$ cat config.mk
export PLATFORM = sky130hd
export DESIGN_NAME = bts_exec
export DESIGN_NICKNAME = d
export VERILOG_FILES = /design/src/rtl/bts_pkg.sv /design/src/rtl/bts_exec.sv
export SDC_FILE = /design/constraint.sdc
export NUM_CORES = 1
export LEC_CHECK = 0
export BUFFER_PORTS_ARGS = -buffer_cell sky130_fd_sc_hd__buf_2
export CELL_PAD_IN_SITES_DETAIL_PLACEMENT = 0
export CELL_PAD_IN_SITES_GLOBAL_PLACEMENT = 1
export CORE_ASPECT_RATIO = 0.8
export CORE_MARGIN = 2
export CORE_UTILIZATION = 40
export DETAILED_ROUTE_END_ITERATION = 10
export PLACE_DENSITY_LB_ADDON = 0.1
export SLEW_MARGIN = 20
export SYNTH_ARGS = -nofsm -noshare
export SYNTH_HDL_FRONTEND = slang
export SYNTH_SLANG_ARGS = --single-unit
$ cat constraint.sdc
create_clock -name core_clk_i -period 3.6 [get_ports core_clk_i]
set_input_delay 0.18 -clock core_clk_i [delete_from_list [all_inputs] [get_ports core_clk_i]]
set_output_delay 0.18 -clock core_clk_i [all_outputs]
set_load 0.01 [all_outputs]
$ cat src/rtl/bts_pkg.sv
// shared constants and carrier types of the bit-set / bit-test / branch execution block
package bts_pkg;
	// =====================================================================
	// opcode fields
	localparam logic [3:0]  OPC_BIT_SET    = 4'h8;
	localparam logic [3:0]  OPC_BIT_TEST_C = 4'hb;
	localparam logic [4:0]  OPC_REL_BRANCH = 5'h1a;
	localparam int          OPC_HI         = 15;
	localparam int          BIT_IDX_HI     = 11;
	localparam int          BIT_IDX_LO     = 9;
	localparam int          ACCESS_POS     = 8;
	localparam int          OFFSET_W       = 11;
	// =====================================================================
	// data address map
	localparam logic [7:0]  LIT_OFFSET_MAX = 8'h5f;
	localparam logic [7:0]  ACCESS_LO_LIM  = 8'h60;
	localparam logic [13:0] ACCESS_HI_BASE = 14'h3f00;
	// =====================================================================
	// instruction cycle phases, one core clock each
	localparam logic [1:0]  PH_Q1 = 2'h0;
	localparam logic [1:0]  PH_Q2 = 2'h1;
	localparam logic [1:0]  PH_Q3 = 2'h2;
	localparam logic [1:0]  PH_Q4 = 2'h3;
	localparam logic [1:0]  BRANCH_FLUSH_CYC = 2'h1;
	localparam int          PC_STEP = 2;

	typedef enum logic [1:0] {OP_NONE, OP_BIT_SET, OP_BIT_TEST_C, OP_REL_BRANCH} bts_op_t;

	typedef struct packed {
		bts_op_t              op;
		logic [2:0]           bit_idx;
		logic                 access;
		logic [7:0]           f;
		logic [OFFSET_W-1:0]  offset;
	} bts_dec_t;

	typedef struct packed {
		logic        rd;
		logic        wr;
		logic [13:0] addr;
		logic [7:0]  wdata;
	} bts_reg_req_t;
endpackage

$ cat src/rtl/bts_exec.sv
// execution of the bit-set, bit-test-skip-if-clear and relative branch instructions
// Functional notes
// - bit set reads, sets bit, writes back
// - access flag zero selects fixed access bank
// - access flag one uses bank select register
// - extended set, low addresses use literal offset
// - test skips next instruction when bit clear
// - skip flushes prefetch, runs one nop cycle per word of next instruction (at least one)
// - branch loads pc+2+2n, two cycles
`timescale 1ns/1ns
module bts_exec
	import bts_pkg::*;
#(
	parameter int PC_W   = 21,
	parameter int BANK_W = 6
) (
	// clock and reset
	input  wire logic                core_clk_i,
	input  wire logic                reset_i,
	// instruction from the fetch unit
	input  wire logic                instr_valid_i,
	input  wire logic [15:0]         instr_i,
	input  wire logic [PC_W-1:0]     instr_pc_i,
	input  wire logic [1:0]          next_words_i,
	input  wire logic                ext_set_en_i,
	input  wire logic [BANK_W-1:0]   bank_select_reg_i,
	input  wire logic [13:0]         index_base_i,
	output logic                     instr_take_o,
	output logic [1:0]               phase_o,
	// data register file
	output bts_pkg::bts_reg_req_t    reg_req_o,
	input  wire logic [7:0]          reg_rdata_i,
	// program counter and pipeline
	output logic                     pc_load_o,
	output logic [PC_W-1:0]          pc_value_o,
	output logic                     flush_o,
	output logic                     nop_o
);
	import bts_pkg::*;

	typedef enum logic {ST_RUN, ST_FLUSH} bts_state_t;

	bts_state_t   state;
	logic [1:0]   phase;
	bts_dec_t     dec;
	logic [PC_W-1:0] pc_base;
	logic [1:0]   nop_left;

	// =====================================================================
	// decode
	wire [3:0]  opc_nib   = instr_i[OPC_HI -: 4];
	wire [7:0]  f_fld     = instr_i[7:0];
	wire        acc_fld   = instr_i[ACCESS_POS];
	wire        is_set    = opc_nib == OPC_BIT_SET;
	wire        is_test   = opc_nib == OPC_BIT_TEST_C;
	wire        is_bra    = instr_i[OPC_HI -: 5] == OPC_REL_BRANCH;
	wire        take      = instr_valid_i && phase == PH_Q1 && state == ST_RUN;
	wire bts_op_t dec_op  = is_set ? OP_BIT_SET : is_test ? OP_BIT_TEST_C :
	                        is_bra ? OP_REL_BRANCH : OP_NONE;

	// =====================================================================
	// data address formation
	wire        lit_mode   = ext_set_en_i && f_fld <= LIT_OFFSET_MAX;
	wire [13:0] lit_addr   = index_base_i + {6'h00, f_fld};
	wire [13:0] acc_addr   = (f_fld < ACCESS_LO_LIM) ? {6'h00, f_fld}
	                                                 : ACCESS_HI_BASE | {6'h00, f_fld};
	wire [13:0] bank_addr  = 14'({bank_select_reg_i, f_fld});
	wire [13:0] data_addr  = acc_fld ? bank_addr : lit_mode ? lit_addr : acc_addr;
	wire        reg_op     = dec_op == OP_BIT_SET || dec_op == OP_BIT_TEST_C;

	// =====================================================================
	// execute
	wire [7:0]      bit_mask  = 8'h01 << dec.bit_idx;
	wire            test_bit  = |(reg_rdata_i & bit_mask);
	wire            skip      = dec.op == OP_BIT_TEST_C && !test_bit;
	wire [1:0]      skip_cyc  = (next_words_i == 2'h0) ? 2'h1 : next_words_i;
	wire [PC_W-1:0] rel_off   = PC_W'({{(PC_W-OFFSET_W){dec.offset[OFFSET_W-1]}},
	                                   dec.offset} <<< 1);
	wire [PC_W-1:0] next_pc   = pc_base + PC_W'(PC_STEP) + rel_off;
	wire            redirect  = skip || dec.op == OP_REL_BRANCH;

	assign instr_take_o = take;
	assign phase_o      = phase;
	assign nop_o        = state == ST_FLUSH;

	always_ff @(posedge core_clk_i) begin
		if (reset_i) begin
			phase <= PH_Q1;
		end else begin
			phase <= phase + 2'h1;
		end
	end

	always_ff @(posedge core_clk_i) begin
		if (reset_i) begin
			dec     <= '0;
			pc_base <= '0;
		end else if (take) begin
			dec     <= '{op: dec_op, bit_idx: instr_i[BIT_IDX_HI:BIT_IDX_LO],
			             access: acc_fld, f: f_fld, offset: instr_i[OFFSET_W-1:0]};
			pc_base <= instr_pc_i;
		end else if (phase == PH_Q4) begin
			dec.op  <= OP_NONE;
		end
	end

	// register read in Q2, data back in Q3, write-back and redirect in Q4
	always_ff @(posedge core_clk_i) begin
		if (reset_i) begin
			reg_req_o <= '0;
		end else begin
			reg_req_o.rd <= take && reg_op;
			reg_req_o.wr <= phase == PH_Q3 && dec.op == OP_BIT_SET;
			if (take) begin
				reg_req_o.addr <= data_addr;
			end
			if (phase == PH_Q3) begin
				reg_req_o.wdata <= reg_rdata_i | bit_mask;
			end
		end
	end

	always_ff @(posedge core_clk_i) begin
		if (reset_i) begin
			pc_load_o  <= 1'b0;
			pc_value_o <= '0;
			flush_o    <= 1'b0;
		end else begin
			pc_load_o <= phase == PH_Q3 && dec.op == OP_REL_BRANCH;
			flush_o   <= phase == PH_Q3 && redirect;
			if (phase == PH_Q3) begin
				pc_value_o <= next_pc;
			end
		end
	end

	// whole nop instruction cycles follow a redirect; prefetched words are dropped
	always_ff @(posedge core_clk_i) begin
		if (reset_i) begin
			state    <= ST_RUN;
			nop_left <= '0;
		end else if (phase == PH_Q4) begin
			case (state)
				ST_RUN: begin
					if (flush_o) begin
						state    <= ST_FLUSH;
						nop_left <= (dec.op == OP_REL_BRANCH) ? BRANCH_FLUSH_CYC
						                                      : skip_cyc;
					end
				end
				ST_FLUSH: begin
					nop_left <= nop_left - 2'h1;
					if (nop_left == 2'h1) begin
						state <= ST_RUN;
					end
				end
				default: state <= ST_RUN;
			endcase
		end
	end

	// nop cycles owed, caught at the edge where the redirect is committed
	logic [1:0] take_words;
	logic [3:0] nop_run;
	always_ff @(posedge core_clk_i) begin
		if (reset_i) begin
			nop_run    <= '0;
			take_words <= '0;
		end else begin
			nop_run <= nop_o ? nop_run + 4'h1 : 4'h0;
			if (phase == PH_Q4 && flush_o) begin
				take_words <= (dec.op == OP_REL_BRANCH) ? BRANCH_FLUSH_CYC
				            : (next_words_i == 2'h0) ? 2'h1 : next_words_i;
			end
		end
	end
endmodule // bts_exec

==> impl_results.html <==
<table>
<tr><th>Metric</th><th>Value</th></tr>
<tr><th colspan="2">Run status</th></tr>
<tr><td>Run status</td><td>completed</td></tr>
<tr><th colspan="2">Clock network</th></tr>
<tr><td>TritonCTS clock tree</td><td>yes</td></tr>
<tr><td>Clk Tree Root Cell</td><td>sky130_fd_sc_hd__clkbuf_16</td></tr>
<tr><td>Clk sink count</td><td>87</td></tr>
<tr><td>Max clock buf depth</td><td>2</td></tr>
<tr><td>Worst-skew pair later-pin latency</td><td>0.35 ns</td></tr>
<tr><td>CTS clock-pin slew for the worst setup and hold paths</td><td>0.07 ns</td></tr>
<tr><td>Resize count post-CTS</td><td>0</td></tr>
<tr><td>Number of buffers inserted by post-CTS setup repair</td><td>0</td></tr>
<tr><td>Total of hold buffers inserted after clock tree synthesis</td><td>0</td></tr>
<tr><td>Clock buffers created by TritonCTS</td><td>9</td></tr>
<tr><td>Total number of H-tree levels</td><td>3</td></tr>
<tr><th colspan="2">Worst setup path</th></tr>
<tr><td>Arrival time of the worst setup path</td><td>3.19 ns</td></tr>
<tr><td>Setup CP Type</td><td>flop to flop</td></tr>
<tr><td>Most common cell type on the critical path</td><td>sky130_fd_sc_hd__ha_1</td></tr>
<tr><td>Kind of start point of the critical path</td><td>flop</td></tr>
<tr><td>CP Capture Type</td><td>flop</td></tr>
<tr><td>Data required time of the critical path</td><td>3.84 ns</td></tr>
<tr><td>Highest-delay cell along the critical path</td><td>sky130_fd_sc_hd__a2111oi_2</td></tr>
<tr><td>Number of cells on the worst reg-to-reg path</td><td>9</td></tr>
<tr><td>Critical path buffers and inverters</td><td>0</td></tr>
<tr><td>Critical path depth</td><td>9</td></tr>
<tr><td>Top Family by Delay on Critical Path</td><td>compound AO/OA/AOI/OAI gates</td></tr>
<tr><td>Maximum single-stage delay on the critical path</td><td>0.56 ns</td></tr>
<tr><td>Highest net fanout along the worst path</td><td>3</td></tr>
<tr><td>Worst-path cell chain</td><td>ha_1 &gt; ha_1 &gt; fa_1 &gt; a211oi_2 &gt; o211ai_1 &gt; a2111oi_2 &gt; o31ai_2 &gt; xor2_1 &gt; a22o_1</td></tr>
<tr><th colspan="2">STA</th></tr>
<tr><td>Minimum clock period</td><td>2.95 ns</td></tr>
<tr><td>Top achievable clock speed</td><td>0.339 GHz</td></tr>
<tr><td>Fraction of the cycle the final worst path needs</td><td>0.820</td></tr>
<tr><td>Final slew viol count</td><td>0</td></tr>
<tr><td>Smallest hold slack</td><td>0.0568 ns</td></tr>
<tr><td>Slew @ Worst Pin</td><td>0.925 ns</td></tr>
<tr><td>Sum of negative setup slack</td><td>0 ns</td></tr>
<tr><td>RSZ-0062 raised after global routing</td><td>no</td></tr>
<tr><td>Number of endpoints failing setup at the final stage</td><td>0</td></tr>
<tr><td>Worst rel slew slack</td><td>0.383</td></tr>
<tr><td>Count of endpoints failing hold in the final timing report</td><td>0</td></tr>
<tr><td>Setup ws final</td><td>0.648 ns</td></tr>
<tr><td>Max Clock Skew</td><td>0.0151 ns</td></tr>
<tr><th colspan="2">Placement</th></tr>
<tr><td>HPWL after DPL</td><td>10200 um</td></tr>
<tr><td>Setup slack at placement</td><td>0.749 ns</td></tr>
<tr><td>Weighted congestion reported at the end of routability-driven placement</td><td>0.853</td></tr>
<tr><td>Input/output buffers</td><td>121</td></tr>
<tr><th colspan="2">Final layout</th></tr>
<tr><td>Post-layout utilization of the core</td><td>0.497</td></tr>
<tr><td>Commonest non-fill, non-tap cell in the layout</td><td>sky130_fd_sc_hd__buf_2</td></tr>
<tr><td>Area growth from synthesis to layout</td><td>20.0%</td></tr>
<tr><td>Most frequent cells in the layout</td><td>121 x sky130_fd_sc_hd__buf_2, 100 x sky130_fd_sc_hd__nand2_1, 87 x sky130_fd_sc_hd__dfxtp_1, 68 x sky130_fd_sc_hd__a21oi_1, 58 x sky130_fd_sc_hd__nor2_1</td></tr>
<tr><td>Post-layout net count</td><td>840</td></tr>
<tr><td>Final antenna diode count</td><td>0</td></tr>
<tr><td>Fraction of final layout cells with drive strength greater than 1</td><td>0.231</td></tr>
<tr><th colspan="2">Yosys</th></tr>
<tr><td>Synthesized area</td><td>5110 um2</td></tr>
<tr><td>Number of enable flip-flop cells after synthesis</td><td>0</td></tr>
<tr><td>Ys flop type</td><td>sky130_fd_sc_hd__dfxtp_1</td></tr>
<tr><td>Number of flip-flops and latches in the synthesized netlist</td><td>87</td></tr>
<tr><td>Count of mapped cells out of synthesis</td><td>613</td></tr>
<tr><td>Synth Net Count</td><td>735</td></tr>
<tr><td>Mean area per synthesized cell</td><td>8.33 um2</td></tr>
<tr><td>YS warnings</td><td>0</td></tr>
<tr><td>Number of distinct library cells after synthesis</td><td>66</td></tr>
<tr><td>Synth async-reset ratio</td><td>0</td></tr>
<tr><td>Sequential area share after synthesis</td><td>0.341</td></tr>
<tr><th colspan="2">Worst hold path</th></tr>
<tr><td>Type of the tightest min-delay check</td><td>input pin to flop</td></tr>
<tr><td>Hold path depth</td><td>2</td></tr>
<tr><th colspan="2">Route</th></tr>
<tr><td>Routed length per instance</td><td>15.4 um</td></tr>
<tr><td>Vias/cell</td><td>5.33</td></tr>
<tr><td>Antenna-violating nets left</td><td>0</td></tr>
<tr><td>Wirelength, routed</td><td>13800 um</td></tr>
<tr><td>Iteration count of the initial detailed-routing pass</td><td>4</td></tr>
<tr><td>Number of violations reported at the end of detailed-routing iteration 0</td><td>263</td></tr>
<tr><td>Detailed-route via count</td><td>4763</td></tr>
<tr><td>Detailed-route DRC error count</td><td>0</td></tr>
<tr><th colspan="2">Floorplanning</th></tr>
<tr><td>Die Outline Area</td><td>13700 um2</td></tr>
<tr><td>Count of boundary I/O pins</td><td>122</td></tr>
<tr><td>Placeable core region</td><td>12300 um2</td></tr>
<tr><td>Effective utilization at floorplan</td><td>0.414</td></tr>
<tr><td>Die Height</td><td>105 um</td></tr>
<tr><td>Die width</td><td>130 um</td></tr>
<tr><td>Number of rows created at floorplan</td><td>36</td></tr>
<tr><th colspan="2">Power and ir drop</th></tr>
<tr><td>Leakage dissipation</td><td>2.79 nW</td></tr>
<tr><td>Power per unit of standard cell area</td><td>402 nW/um2</td></tr>
<tr><td>Maximum vdd ir drop</td><td>0.212 mV</td></tr>
<tr><td>Overall power after layout</td><td>0.00247 W</td></tr>
<tr><th colspan="2">Global routing</th></tr>
<tr><td>Largest net degree at the start of global routing</td><td>72</td></tr>
<tr><td>Vias in the first global route</td><td>4448</td></tr>
<tr><td>Wire length of the first global-routing pass</td><td>22600 um</td></tr>
<tr><td>Overall track demand over capacity in global routing</td><td>0.208</td></tr>
<tr><td>Congestion Overflow GR</td><td>0</td></tr>
<tr><td>Number of antenna violations at the first check in global routing</td><td>0</td></tr>
<tr><th colspan="2">Job</th></tr>
<tr><td>Maximum capacitance violations</td><td>0</td></tr>
</table>
[kinds of logic after synthesis]
kind of cell,synth area share
buf+inv,0.0382
simple gates,0.180
mux,0.0362
xor+xnor,0.0377
compound gates,0.239
flops,0.341
fa+ha+maj,0.128
[synthesized netlist by cell type, types with 3 or more instances]
cell                       number  area (um2)
sky130_fd_sc_hd__clkbuf_1      21        78.8
sky130_fd_sc_hd__nor2b_1        5        31.3
sky130_fd_sc_hd__buf_1          8        30.0
sky130_fd_sc_hd__and4_1         3        26.3
sky130_fd_sc_hd__a21oi_2        3        26.3
sky130_fd_sc_hd__nand3b_1       5        37.5
sky130_fd_sc_hd__or2_2          3        18.8
sky130_fd_sc_hd__nand4_1        3        18.8
sky130_fd_sc_hd__nor3b_1        3        22.5
sky130_fd_sc_hd__buf_2          3        15.0
sky130_fd_sc_hd__o21a_1         3        22.5
sky130_fd_sc_hd__nand3_1        7        35.0
sky130_fd_sc_hd__dfxtp_1       87        1740
sky130_fd_sc_hd__ha_1          49         613
sky130_fd_sc_hd__a211oi_1      19         143
sky130_fd_sc_hd__nand2_1      100         375
sky130_fd_sc_hd__xnor2_1       14         123
sky130_fd_sc_hd__o211ai_1       6        45.0
sky130_fd_sc_hd__inv_1         17        63.8
sky130_fd_sc_hd__mux2i_1       14         140
sky130_fd_sc_hd__and3_1         4        25.0
sky130_fd_sc_hd__a21o_1        12        90.1
sky130_fd_sc_hd__o21ai_0       15        75.1
sky130_fd_sc_hd__nor2_1        58         218
sky130_fd_sc_hd__a21oi_1       68         340
sky130_fd_sc_hd__a311oi_1       9        78.8
sky130_fd_sc_hd__nor3_1         5        25.0
sky130_fd_sc_hd__o21bai_1       4        30.0
sky130_fd_sc_hd__xor2_1         8        70.1
sky130_fd_sc_hd__a31oi_1        9        56.3
[final timing paths]
kind,start,to,slack [ns]
worst max-delay path,dec[1],pc_value_o[16],0.65
worst min-delay path,instr_i[14],reg_req_o[23],0.06
worst max register to register,dec[1],pc_value_o[16],0.65
worst min register to register,dec[0],dec[0],0.46
[stage by stage]
stage	area (um2)	std cells
6_report	6130	894
3_3_place_gp	5840	878
5_1_grt	6130	894
4_1_cts	6130	894
3_5_place_dp	5840	878
2_1_floorplan	5110	613
[report_power, final]
group | internal (W) | switching, W | total, W
combinational | 0.000202 | 0.000298 | 0.000500
clock | 0.000483 | 0.000424 | 0.000907
sequential | 0.00102 | 0.0000381 | 0.00106
total | 0.00171 | 0.000760 | 0.00247
[cell type report]
cell class	count	area [um2]
clock buffer	9	225
clock inverter	7	61.3
fill	1256	6210
inverter	19	71.3
multi-input combinational	475	3170
sequential	87	1740
tap	171	214
timing repair buffer	126	643
[per-layer routing]
metal | global-route usage | vias up | wire [um]
met1 | 0.292 | 2234 | 6950
met2 | 0.331 | 104 | 6270
met4 | 0.0395 | 0 | 87
met3 | 0.0440 | 6 | 497
met5 | 0 | - | 0
li1 | - | 2419 | -
[flip-flops by register name (all words and copies together), names as in the netlist]
name	cells
nop_left	2
pc_load_o	1
flush_o	1
reg_req_o	24
pc_base	21
pc_value_o	21
phase_o	2
dec	14
nop_o	1
Power figures use the tool's default switching activity.
